File: config.mk
export PLATFORM = sky130hd
export DESIGN_NAME = sync_serial_spi_port
export DESIGN_NICKNAME = d
export VERILOG_FILES = /design/src/rtl/sync_serial_pkg.sv /design/src/rtl/sync_serial_spi_port.sv
export SDC_FILE = /design/constraint.sdc
export NUM_CORES = 1
export LEC_CHECK = 0
export ABC_AREA = 1
export BUFFER_PORTS_ARGS = -buffer_cell sky130_fd_sc_hd__buf_2
export CORE_MARGIN = 2
export CORE_UTILIZATION = 55
export CTS_BUF_LIST = sky130_fd_sc_hd__clkbuf_4
export CTS_CLUSTER_SIZE = 20
export DETAILED_ROUTE_END_ITERATION = 16
export PLACE_DENSITY = 0.76
export SLEW_MARGIN = 20
export SYNTH_ARGS = -nofsm -noshare
export SYNTH_HDL_FRONTEND = slang
export SYNTH_SLANG_ARGS = --single-unit
File: constraint.sdc
create_clock -name clk_sys -period 2.75 [get_ports clk_sys]
set_input_delay 0.825 -clock clk_sys [delete_from_list [all_inputs] [get_ports clk_sys]]
set_output_delay 0.825 -clock clk_sys [all_outputs]
set_load 0.1 [all_outputs]
File: src/rtl/sync_serial_pkg.sv
package sync_serial_pkg;

  // Mode field codes
  localparam logic [3:0] MODE_MASTER_DIV4   = 4'h0;
  localparam logic [3:0] MODE_MASTER_DIV16  = 4'h1;
  localparam logic [3:0] MODE_MASTER_DIV64  = 4'h2;
  localparam logic [3:0] MODE_MASTER_TIMER  = 4'h3;
  localparam logic [3:0] MODE_SLAVE_SELECT  = 4'h4;
  localparam logic [3:0] MODE_SLAVE_FREE    = 4'h5;
  localparam logic [3:0] MODE_MASTER_DIV8   = 4'hA;

  // Half-bit time in system clocks, less one, for each oscillator divider
  localparam logic [4:0] HALF_DIV4  = 5'h01;
  localparam logic [4:0] HALF_DIV8  = 5'h03;
  localparam logic [4:0] HALF_DIV16 = 5'h07;
  localparam logic [4:0] HALF_DIV64 = 5'h1F;

  localparam logic [2:0] LAST_BIT    = 3'h7;
  localparam logic [7:0] BYTE_RESET  = 8'h00;

  typedef struct packed {
    logic       port_enable_bit;
    logic       clock_idle_polarity;
    logic       clock_edge_select;
    logic       input_sample_phase;
    logic [3:0] port_mode_field;
  } port_config_t;

  typedef struct packed {
    logic write_collision_flag;
    logic receive_overflow_flag;
    logic buffer_full_flag;
    logic port_interrupt_flag;
  } port_status_t;

  typedef struct packed {
    logic serial_data_out;
    logic serial_data_out_oe;
    logic serial_clock_out;
    logic serial_clock_oe;
  } pin_drive_t;

endpackage

File: src/rtl/sync_serial_spi_port.sv
// What this block does
// Pins are taken by the port only while the enable bit is set.
// Clearing enable, reconfiguring, then setting enable restarts the port cleanly.
// Data-in and select are inputs, data-out output, clock follows master/slave.
// In master mode a buffer write starts one byte transfer at once.
// Master receive-only still shifts in and loads buffer with flags.
// Bytes shift most significant bit first.
// Master clock is oscillator over 4, 8, 16, 64, or timer tick over two.
// With edge select set, first data bit is valid before first clock edge.
// Slave shifts one bit per external pulse, flags after last bit.
// Slave keeps working during sleep and can request wake-up.
// Mode 04h: low select enables shifting and drives data-out.
// Select high in mode 04h floats data-out even mid-byte.
// Select high in mode 04h or enable cleared zeroes the bit counter.
// Slave with edge select set needs select control enabled.
// Both ends share idle polarity; shift out one edge, sample other.
// Master freezes during sleep and resumes afterwards.
// Master byte completion raises an interrupt able to wake the device.
// Slave shifter runs from the external clock; 8 bits set the flag.
// Device reset disables the port and aborts any transfer.
// SPI modes map: 0,0=P0E1; 0,1=P0E0; 1,0=P1E1; 1,1=P1E0.
// Data-out configured as input is never driven.
// Buffer write during transfer is dropped and sets write collision.
// Buffer full sets on receive, clears on buffer read.
// Mode codes 0101, 0100 slave, 1010 master at oscillator over eight.
// Sample phase picks middle or end of data output time in master.
// Master clock idles at polarity level with eight pulses per byte.
`timescale 1ns/1ps
module sync_serial_spi_port
  import sync_serial_pkg::*;
(
  input  wire logic         clk_sys,
  input  wire logic         reset,
  input  wire port_config_t port_config,
  input  wire logic         data_out_is_input,
  input  wire logic         sleep_mode,
  input  wire logic         timer_two_tick,
  input  wire logic         buffer_write,
  input  wire logic [7:0]   buffer_write_data,
  input  wire logic         buffer_read,
  input  wire logic         clear_write_collision,
  input  wire logic         clear_overflow,
  input  wire logic         clear_interrupt_flag,
  input  wire logic         serial_data_in,
  input  wire logic         serial_clock_in,
  input  wire logic         slave_select_n,
  output logic [7:0]        transfer_buffer,
  output port_status_t      port_status,
  output logic              transfer_busy,
  output logic              wake_request,
  output pin_drive_t        pin_drive
);

  logic       is_master;
  logic       is_slave;
  logic       select_ctl;
  logic       slave_active;
  logic [4:0] half_limit;
  logic       rate_tick;

  always_comb begin
    is_master  = 1'b0;
    half_limit = HALF_DIV4;
    // mode decode
    case (port_config.port_mode_field)
      MODE_MASTER_DIV4: begin
        is_master  = 1'b1;
        half_limit = HALF_DIV4;
      end
      // rate choice
      MODE_MASTER_DIV16: begin
        is_master  = 1'b1;
        half_limit = HALF_DIV16;
      end
      MODE_MASTER_DIV64: begin
        is_master  = 1'b1;
        half_limit = HALF_DIV64;
      end
      MODE_MASTER_TIMER: begin
        is_master  = 1'b1;
        half_limit = BYTE_RESET[4:0];
      end
      MODE_MASTER_DIV8: begin
        is_master  = 1'b1;
        half_limit = HALF_DIV8;
      end
      default: begin
        is_master  = 1'b0;
        half_limit = HALF_DIV4;
      end
    endcase
    is_slave   = (port_config.port_mode_field == MODE_SLAVE_SELECT) ||
                 (port_config.port_mode_field == MODE_SLAVE_FREE);
    select_ctl = port_config.port_mode_field == MODE_SLAVE_SELECT;
    // select gating
    slave_active = is_slave && !(select_ctl && slave_select_n);
  end

  typedef enum {ST_IDLE, ST_LEAD, ST_TRAIL} state_t;

  state_t       state;
  state_t       next_state;
  logic [4:0]   div_count;
  logic [4:0]   next_div_count;
  logic [2:0]   bit_count;
  logic [2:0]   next_bit_count;
  logic [7:0]   shift_reg;
  logic [7:0]   next_shift_reg;
  logic [7:0]   next_buffer;
  port_status_t next_status;
  logic         sck_level;
  logic         next_sck_level;
  logic         sck_prev;
  logic         next_sck_prev;
  logic         sample_bit;
  logic         next_sample_bit;
  logic         slave_started;
  logic         next_slave_started;
  logic         wake_pulse;
  pin_drive_t   next_pins;

  // Outputs registered: sampled data-in held until shift
  always_comb begin
    logic byte_done;
    logic sck_edge;
    logic lead_edge;
    logic shift_edge;
    logic sample_edge;
    logic pin_level;
    logic collide;
    byte_done          = 1'b0;
    collide            = 1'b0;
    next_state         = state;
    next_div_count     = div_count;
    next_bit_count     = bit_count;
    next_shift_reg     = shift_reg;
    next_buffer        = transfer_buffer;
    next_status        = port_status;
    next_sck_level     = sck_level;
    next_sck_prev      = serial_clock_in;
    next_sample_bit    = sample_bit;
    next_slave_started = slave_started;
    // timer rate is one half period per tick
    rate_tick = (port_config.port_mode_field == MODE_MASTER_TIMER) ? timer_two_tick
              : (div_count == half_limit);
    // leading edge leaves idle level
    pin_level   = serial_clock_in;
    sck_edge    = pin_level != sck_prev;
    lead_edge   = sck_edge && (pin_level != port_config.clock_idle_polarity);
    // edge select: set means shift on return to idle
    shift_edge  = port_config.clock_edge_select ? (sck_edge && !lead_edge) : lead_edge;
    sample_edge = port_config.clock_edge_select ? lead_edge : (sck_edge && !lead_edge);

    if (!port_config.port_enable_bit) begin
      // disable resets port; R13 counter cleared
      next_state         = ST_IDLE;
      next_bit_count     = BYTE_RESET[2:0];
      next_div_count     = BYTE_RESET[4:0];
      next_sck_level     = port_config.clock_idle_polarity;
      next_slave_started = 1'b0;
    end else if (is_master) begin
      // sleep freezes master clocks
      if (!sleep_mode) begin
        case (state)
          ST_IDLE: begin
            // idle level
            next_sck_level = port_config.clock_idle_polarity;
            next_div_count = BYTE_RESET[4:0];
          end
          ST_LEAD: begin
            next_div_count = rate_tick ? BYTE_RESET[4:0] : div_count + 5'h01;
            if (rate_tick) begin
              next_sck_level = ~sck_level;
              next_state     = ST_TRAIL;
              // middle sample
              if (!port_config.input_sample_phase) begin
                next_sample_bit = serial_data_in;
              end
              if (!port_config.clock_edge_select && bit_count != BYTE_RESET[2:0]) begin
                next_shift_reg = {shift_reg[6:0], sample_bit};
              end
            end
          end
          ST_TRAIL: begin
            next_div_count = rate_tick ? BYTE_RESET[4:0] : div_count + 5'h01;
            if (rate_tick) begin
              next_sck_level = port_config.clock_idle_polarity;
              // end sample
              if (port_config.input_sample_phase) begin
                next_sample_bit = serial_data_in;
              end
              next_bit_count = bit_count + 3'h1;
              if (bit_count == LAST_BIT) begin
                byte_done = 1'b1;
                next_state = ST_IDLE;
              end else begin
                next_state = ST_LEAD;
                // shift msb first
                if (port_config.clock_edge_select) begin
                  next_shift_reg = {shift_reg[6:0], port_config.input_sample_phase ?
                                    serial_data_in : sample_bit};
                end
              end
            end
          end
          default: next_state = ST_IDLE;
        endcase
      end
    end else if (is_slave) begin
      // select high resets counter
      if (!slave_active) begin
        next_bit_count     = BYTE_RESET[2:0];
        next_slave_started = 1'b0;
      end else begin
        // one bit per external pulse, works in sleep
        if (sample_edge) begin
          next_sample_bit    = serial_data_in;
          next_slave_started = 1'b1;
          next_bit_count     = bit_count + 3'h1;
          if (bit_count == LAST_BIT) begin
            byte_done = 1'b1;
          end
        end
        if (shift_edge && slave_started) begin
          next_shift_reg = {shift_reg[6:0], sample_bit};
        end
        if (byte_done) begin
          next_slave_started = 1'b0;
        end
      end
    end

    // received byte to buffer
    if (byte_done) begin
      next_buffer = is_master && !port_config.input_sample_phase ?
                    {shift_reg[6:0], sample_bit} : {shift_reg[6:0], serial_data_in};
      next_shift_reg = next_buffer;
      // buffer full on receive
      next_status.buffer_full_flag    = 1'b1;
      next_status.port_interrupt_flag = 1'b1;
      if (is_slave && port_status.buffer_full_flag && !buffer_read) begin
        next_status.receive_overflow_flag = 1'b1;
        next_buffer = transfer_buffer;
      end
    end else if (buffer_read) begin
      next_status.buffer_full_flag = 1'b0;
    end

    if (buffer_write && port_config.port_enable_bit) begin
      // collision when busy
      if (state != ST_IDLE || (is_slave && bit_count != BYTE_RESET[2:0])) begin
        collide                          = 1'b1;
        next_status.write_collision_flag = 1'b1;
      end else begin
        next_shift_reg = buffer_write_data;
        next_buffer    = buffer_write_data;
        // start on write
        if (is_master) begin
          next_state     = ST_LEAD;
          next_bit_count = BYTE_RESET[2:0];
          next_div_count = BYTE_RESET[4:0];
        end
      end
    end

    // Set wins over clear
    if (clear_write_collision && !collide) begin
      next_status.write_collision_flag = 1'b0;
    end
    if (clear_overflow && !byte_done) begin
      next_status.receive_overflow_flag = 1'b0;
    end
    if (clear_interrupt_flag && !byte_done) begin
      next_status.port_interrupt_flag = 1'b0;
    end
    // wake on completed byte
    wake_pulse = byte_done;

    // pin ownership
    next_pins.serial_clock_oe    = port_config.port_enable_bit && is_master;
    next_pins.serial_clock_out   = next_sck_level;
    // data valid before first edge comes from msb of loaded shifter
    next_pins.serial_data_out    = next_shift_reg[7];
    // data-out drive gating
    next_pins.serial_data_out_oe = port_config.port_enable_bit && !data_out_is_input &&
                                   (is_master || (slave_active &&
                                   !(port_config.clock_edge_select && !select_ctl)));
  end

  // reset disables and aborts
  always_ff @(posedge clk_sys or posedge reset) begin
    if (reset) begin
      state           <= ST_IDLE;
      div_count       <= BYTE_RESET[4:0];
      bit_count       <= BYTE_RESET[2:0];
      shift_reg       <= BYTE_RESET;
      transfer_buffer <= BYTE_RESET;
      port_status     <= '0;
      sck_level       <= 1'b0;
      sck_prev        <= 1'b0;
      sample_bit      <= 1'b0;
      slave_started   <= 1'b0;
      transfer_busy   <= 1'b0;
      wake_request    <= 1'b0;
      pin_drive       <= '0;
    end else begin
      state           <= next_state;
      div_count       <= next_div_count;
      bit_count       <= next_bit_count;
      shift_reg       <= next_shift_reg;
      transfer_buffer <= next_buffer;
      port_status     <= next_status;
      sck_level       <= next_sck_level;
      sck_prev        <= next_sck_prev;
      sample_bit      <= next_sample_bit;
      slave_started   <= next_slave_started;
      transfer_busy   <= next_state != ST_IDLE;
      wake_request    <= wake_pulse;
      pin_drive       <= next_pins;
    end
  end

endmodule

# Yosys cells after proc, flatten, opt, wreduce, memory -nomap -nowiden
# Index checks and enable logic that the tools add are counted.
# op_classes
muxes	101
n_bitwise	1
eq_ne	25
n_addsub	2
n_reduce_logical	53
# op_table
operator	count
32-bit two-way mux	8
8-bit two-way mux	18
32-bit case mux with 3 select lines	1
32-bit nonzero test	2
1-bit two-way mux	51
5-bit two-way mux	7
3-bit two-way mux	11
32-bit by 1-bit == test with 1-bit output (second input constant)	1
32-bit by 2-bit == test with 1-bit output (second input constant)	1
32-bit zero test	1
5-bit case mux with 4 select lines	1
1-bit logical AND	19
2-bit nonzero test	9
8-bit case mux with 2 select lines	1
3-bit inequality test (second input constant)	5
1-bit zero test	10
5-bit case mux with 2 select lines	1
9-bit AND reduction	1
4-bit by 2-bit == test with 1-bit output (second input constant)	2
4-bit by 3-bit == test with 1-bit output (second input constant)	2
2-bit inequality test (second input constant)	3
5-bit by 1-bit adder with 5-bit output (second input constant)	1
5-bit == test	1
5-bit AND reduction	1
19 further kinds	24
# word_totals
elab_cells	200
regBits	69

# Depth between registers and ports, before layout
# depth
word_depth	18
ltp_mapped	17
ltp_nobuf	17

# Least setup slack after synthesis
# No wires, ideal clock.
# synth_timing
kind	input-to-reg
start	in port_config[3] in the netlist's numbering
end	reg transfer_buffer[3]
t_arrival_ns	2.097
slack_ns	0.529
cell_stages	15
setup_time_ns	0.124
path_cell_list	nor2_2 -> nand2_1 -> nand2_1 -> nand3_1 -> nor2_1 -> nand2_1 -> nand2_4 -> nand2_4 -> inv_2 -> nand3_2 -> nand2_2 -> nand2_1 -> buf_2 -> o211ai_1 -> nand2_1
# synth_between
elab_chain_len	12
elab_cells_between_ends	31
# synth_lines
item	line_no	text
start, declared	sync_serial_spi_port.sv:34	input wire port_config_t port_config,
4-bit == test, or another cell as far along	sync_serial_spi_port.sv:65	case (port_config.port_mode_field)
5-bit case mux with 4 select lines	sync_serial_spi_port.sv:65	
5-bit == test	sync_serial_spi_port.sv:145	: (div_count == half_limit);
1-bit two-way mux	sync_serial_spi_port.sv:144	rate_tick = (port_config.port_mode_field == MODE_MASTER_TIMER) ? timer_two_tick
1-bit two-way mux	sync_serial_spi_port.sv:186	if (rate_tick) begin
1-bit two-way mux	sync_serial_spi_port.sv:164	case (state)
1-bit two-way mux	sync_serial_spi_port.sv:163	if (!sleep_mode) begin
1-bit two-way mux	sync_serial_spi_port.sv:161	end else if (is_master) begin
1-bit two-way mux	sync_serial_spi_port.sv:154	if (!port_config.port_enable_bit) begin
8-bit two-way mux	sync_serial_spi_port.sv:234	if (byte_done) begin
8-bit two-way mux	sync_serial_spi_port.sv:251	if (state != ST_IDLE || (is_slave && bit_count != BYTE_RESET[2:0])) begin
8-bit two-way mux *	sync_serial_spi_port.sv:249	if (buffer_write && port_config.port_enable_bit) begin
net next_buffer[3]	sync_serial_spi_port.sv:109	logic [7:0] next_buffer;
end signal, assigned	sync_serial_spi_port.sv:311	transfer_buffer <= next_buffer;
end, declared	sync_serial_spi_port.sv:47	output logic [7:0] transfer_buffer,
# The timed path passes the listed nets; every way through them passes the cells marked *.
# A chain may end at the register's enable or synchronous reset.

# Final worst setup path
# layout_timing
start	in port_config[3] in the netlist's numbering
end	reg transfer_buffer[7]
# The elaborated chain is that of the path after synthesis.

==> impl_metrics.toml <==
[timing]
min_period_ns = 2.29
slew_violations = 0
setup_viol = 0
worst_slack_ns = 0.460
max_freq_ghz = 0.437
slew_headroom_pct = 58.7
worst_pin_slew_ns = 0.619
finClkSkew_ns = 0.0114
final-hold-violation-count = 0
period_share_pct = 83.3
rsz0062_at_grt = "false"
setup_tns_ns = 0

[route]
dr.first_iter.drc_count = 268
ant_nets = 0
dr.pass1.iters = 5
num_vias = 3710
wirelength_um = 9700
viasPerCell = 5.38
routedWlPerCell_um = 14.1
drc_errors = 0

[cells_and_area]
fin_nets = 618
antenna-diode-count = 0
fillers = 682
syn2layout_area_growth_pct = 11.9
stdcell_count = 689
final_cell_area_sq_um = 4500
drive_gt1_share_pct = 18.0
largest_reg_flops = 32

[synth]
async_flop_share_pct = 100
synth_seq_cells = 68
netlist.area_leader.share_pct = 42.3
synth_edf_count = 0
synth_warnings = 0
synth_commonest_cells = "nand2_1 (117), inv_1 (82), dfrtp_1 (68)"
avgSynthCellArea_sq_um = 7.49
seq_area_frac_synth_pct = 42.3
synth.area.top_cells = "dfrtp_1 (42%), nand2_1 (11%), inv_1 (7.7%)"
synth_top_cell_by_area = "dfrtp_1"
synth_most_common_cell = "nand2_1"
synth_cells = 537
syn_nets = 570
ys_types = 44
synth_ff_type = "dfrtp_1"
syn-cell-area_sq_um = 4020

[clock_tree]
cts_tree = "built"
clock_sinks = 68
post_cts.repair.setup_buffers = 0
clk_path_buf_depth = 2
htreeDepth = 3
cts_buffers = 9
clk_pin_slew_ns = 0.12
hold_buffers = 0
root_buffer = "clkbuf_4"
worstSkewPairLatency_ns = 0.43
cts-resized-gates = 0

[power]
p_leak_nw = 2.40
finalPower_mw = 2.42
peakVddDrop_mv = 0.333
powerDensity_nw_per_um2 = 537

[flow_run]
maxCapViolCount = 0

[global_routing]
grt_max_degree = 42
grt_overflow = 0
antenna_found_initial = 0
first_global_vias = 3429
grt.total_usage_pct = 26.0
grt_pass1_wl_um = 16100

[die]
rows = 31
die_area_sq_um = 8010
ios = 47
die_w_um = 89.5
die_height_um = 89.5
core_area_sq_um = 7180
start_util_pct = 56.0

[critical_path]
max_stage_delay_ns = 0.25
critPathCaptureType = "flop"
start_kind = "input pin"
critPathArrivalTime_ns = 2.61
crit_top_cell = "nand2_1"
path_cells = "buf_2, nor2_2, nand2_1, nand2_1, nand3_1, nor2_1, nand2_1, nand2_4, nand2_4, inv_2, nand3_2, nand2_2, nand2_1, o21ai_0, o21ai_0"
crit_required_ns = 3.07
cp_slowest_cell = "nand2_1"
cp_num_buf_inv = 2
cp_top_family = "simple AND/OR/NAND/NOR gates"
path_max_fanout = 11
crit_type = "input pin to flop"

[placement]
dp_hpwl_um = 6980
gp_congestion = 1.01
numPortBuffers = 46
dp_slack_ns = 0.0343
placed_area_sq_um = 4350
place_inst = 673

[outcome]
outcome = "finished clean"

[worst_hold_path]
holdCritPathClass = "input pin to async pin"
-- kinds of logic after synthesis --
kind of cell / share of synthesized area (%)
XOR/XNOR: 0.872
flip-flops: 42.3
buffers and inverters: 11.3
AO/OA/AOI/OAI: 14.7
adder cells (fa/ha/maj): 1.24
AND/OR/NAND/NOR: 29.6
-- where the power goes --
group | switching [mW] | internal (mW)
combinational | 0.484 | 0.146
clock | 0.400 | 0.281
sequential | 0.0456 | 1.06
-- layout by cell type, fill, tap and decap left out, types with 10 or more instances in the layout --
cell | netlist | routed
nor3_1 | 33 | 32
a221oi_1 | 10 | 10
o21ai_0 | 22 | 22
o211ai_1 | 14 | 14
inv_1 | 82 | 81
a21oi_1 | 28 | 28
buf_2 | 3 | 46
nand3_1 | 25 | 25
nand2_1 | 117 | 117
nor2_1 | 50 | 50
dfrtp_1 | 68 | 68
-- routing by layer --
| metal | routed length, um | part of all wire [%] | GRT usage [%] |
|---|---|---|---|
| met2 | 4570 | 47 | 41.9 |
| met5 | 0 | 0 | 0 |
| met1 | 4470 | 46 | 35.9 |
| met4 | 192 | 2.0 | 9.23 |
| met3 | 463 | 4.8 | 3.79 |
-- worst register-to-register path, delay by kind of cell, from the launching register on --
| family | cells | cell delay (ns) |
|---|---|---|
| AO/OA/AOI/OAI | 2 | 0.32 |
| AND/OR/NAND/NOR | 11 | 1.35 |
| flip-flops | 1 | 0.40 |
| buffers and inverters | 1 | 0.06 |
-- area by class of cell --
type	count	area, sq um	share of cell area, %
clock buffer	9	67.6	1.50
clock inverter	7	76.3	1.70
inverter	91	342	7.59
multi-input combinational	359	1870	41.6
sequential	68	1700	37.8
tap	99	124	2.75
timing repair buffer	56	318	7.07
-- metrics by stage --
stage	utilization (%)	hold WS, ns
finish	62.7	0.474
global route	62.7	0.536
CTS	62.7	0.503
detailed placement	60.7	0.485
global placement	60.7	0.484
floorplan	-	0.481
-- final timing paths --
kind	from	endpoint	slack, ns	depth (start not counted)
setup / recovery	port_config[3]	transfer_buffer[7]	0.46	15
hold / removal	reset	shift_reg[2]	0.47	2
setup reg to reg	state[20]	transfer_buffer[7]	0.49	14
hold reg to reg	port_status[2]	port_status[2]	0.51	2
max in group asynchronous	reset	div_count[1]	1.65	3
min in group clk_sys	port_status[2]	port_status[2]	0.51	2
(Power assumes the default switching activity.)
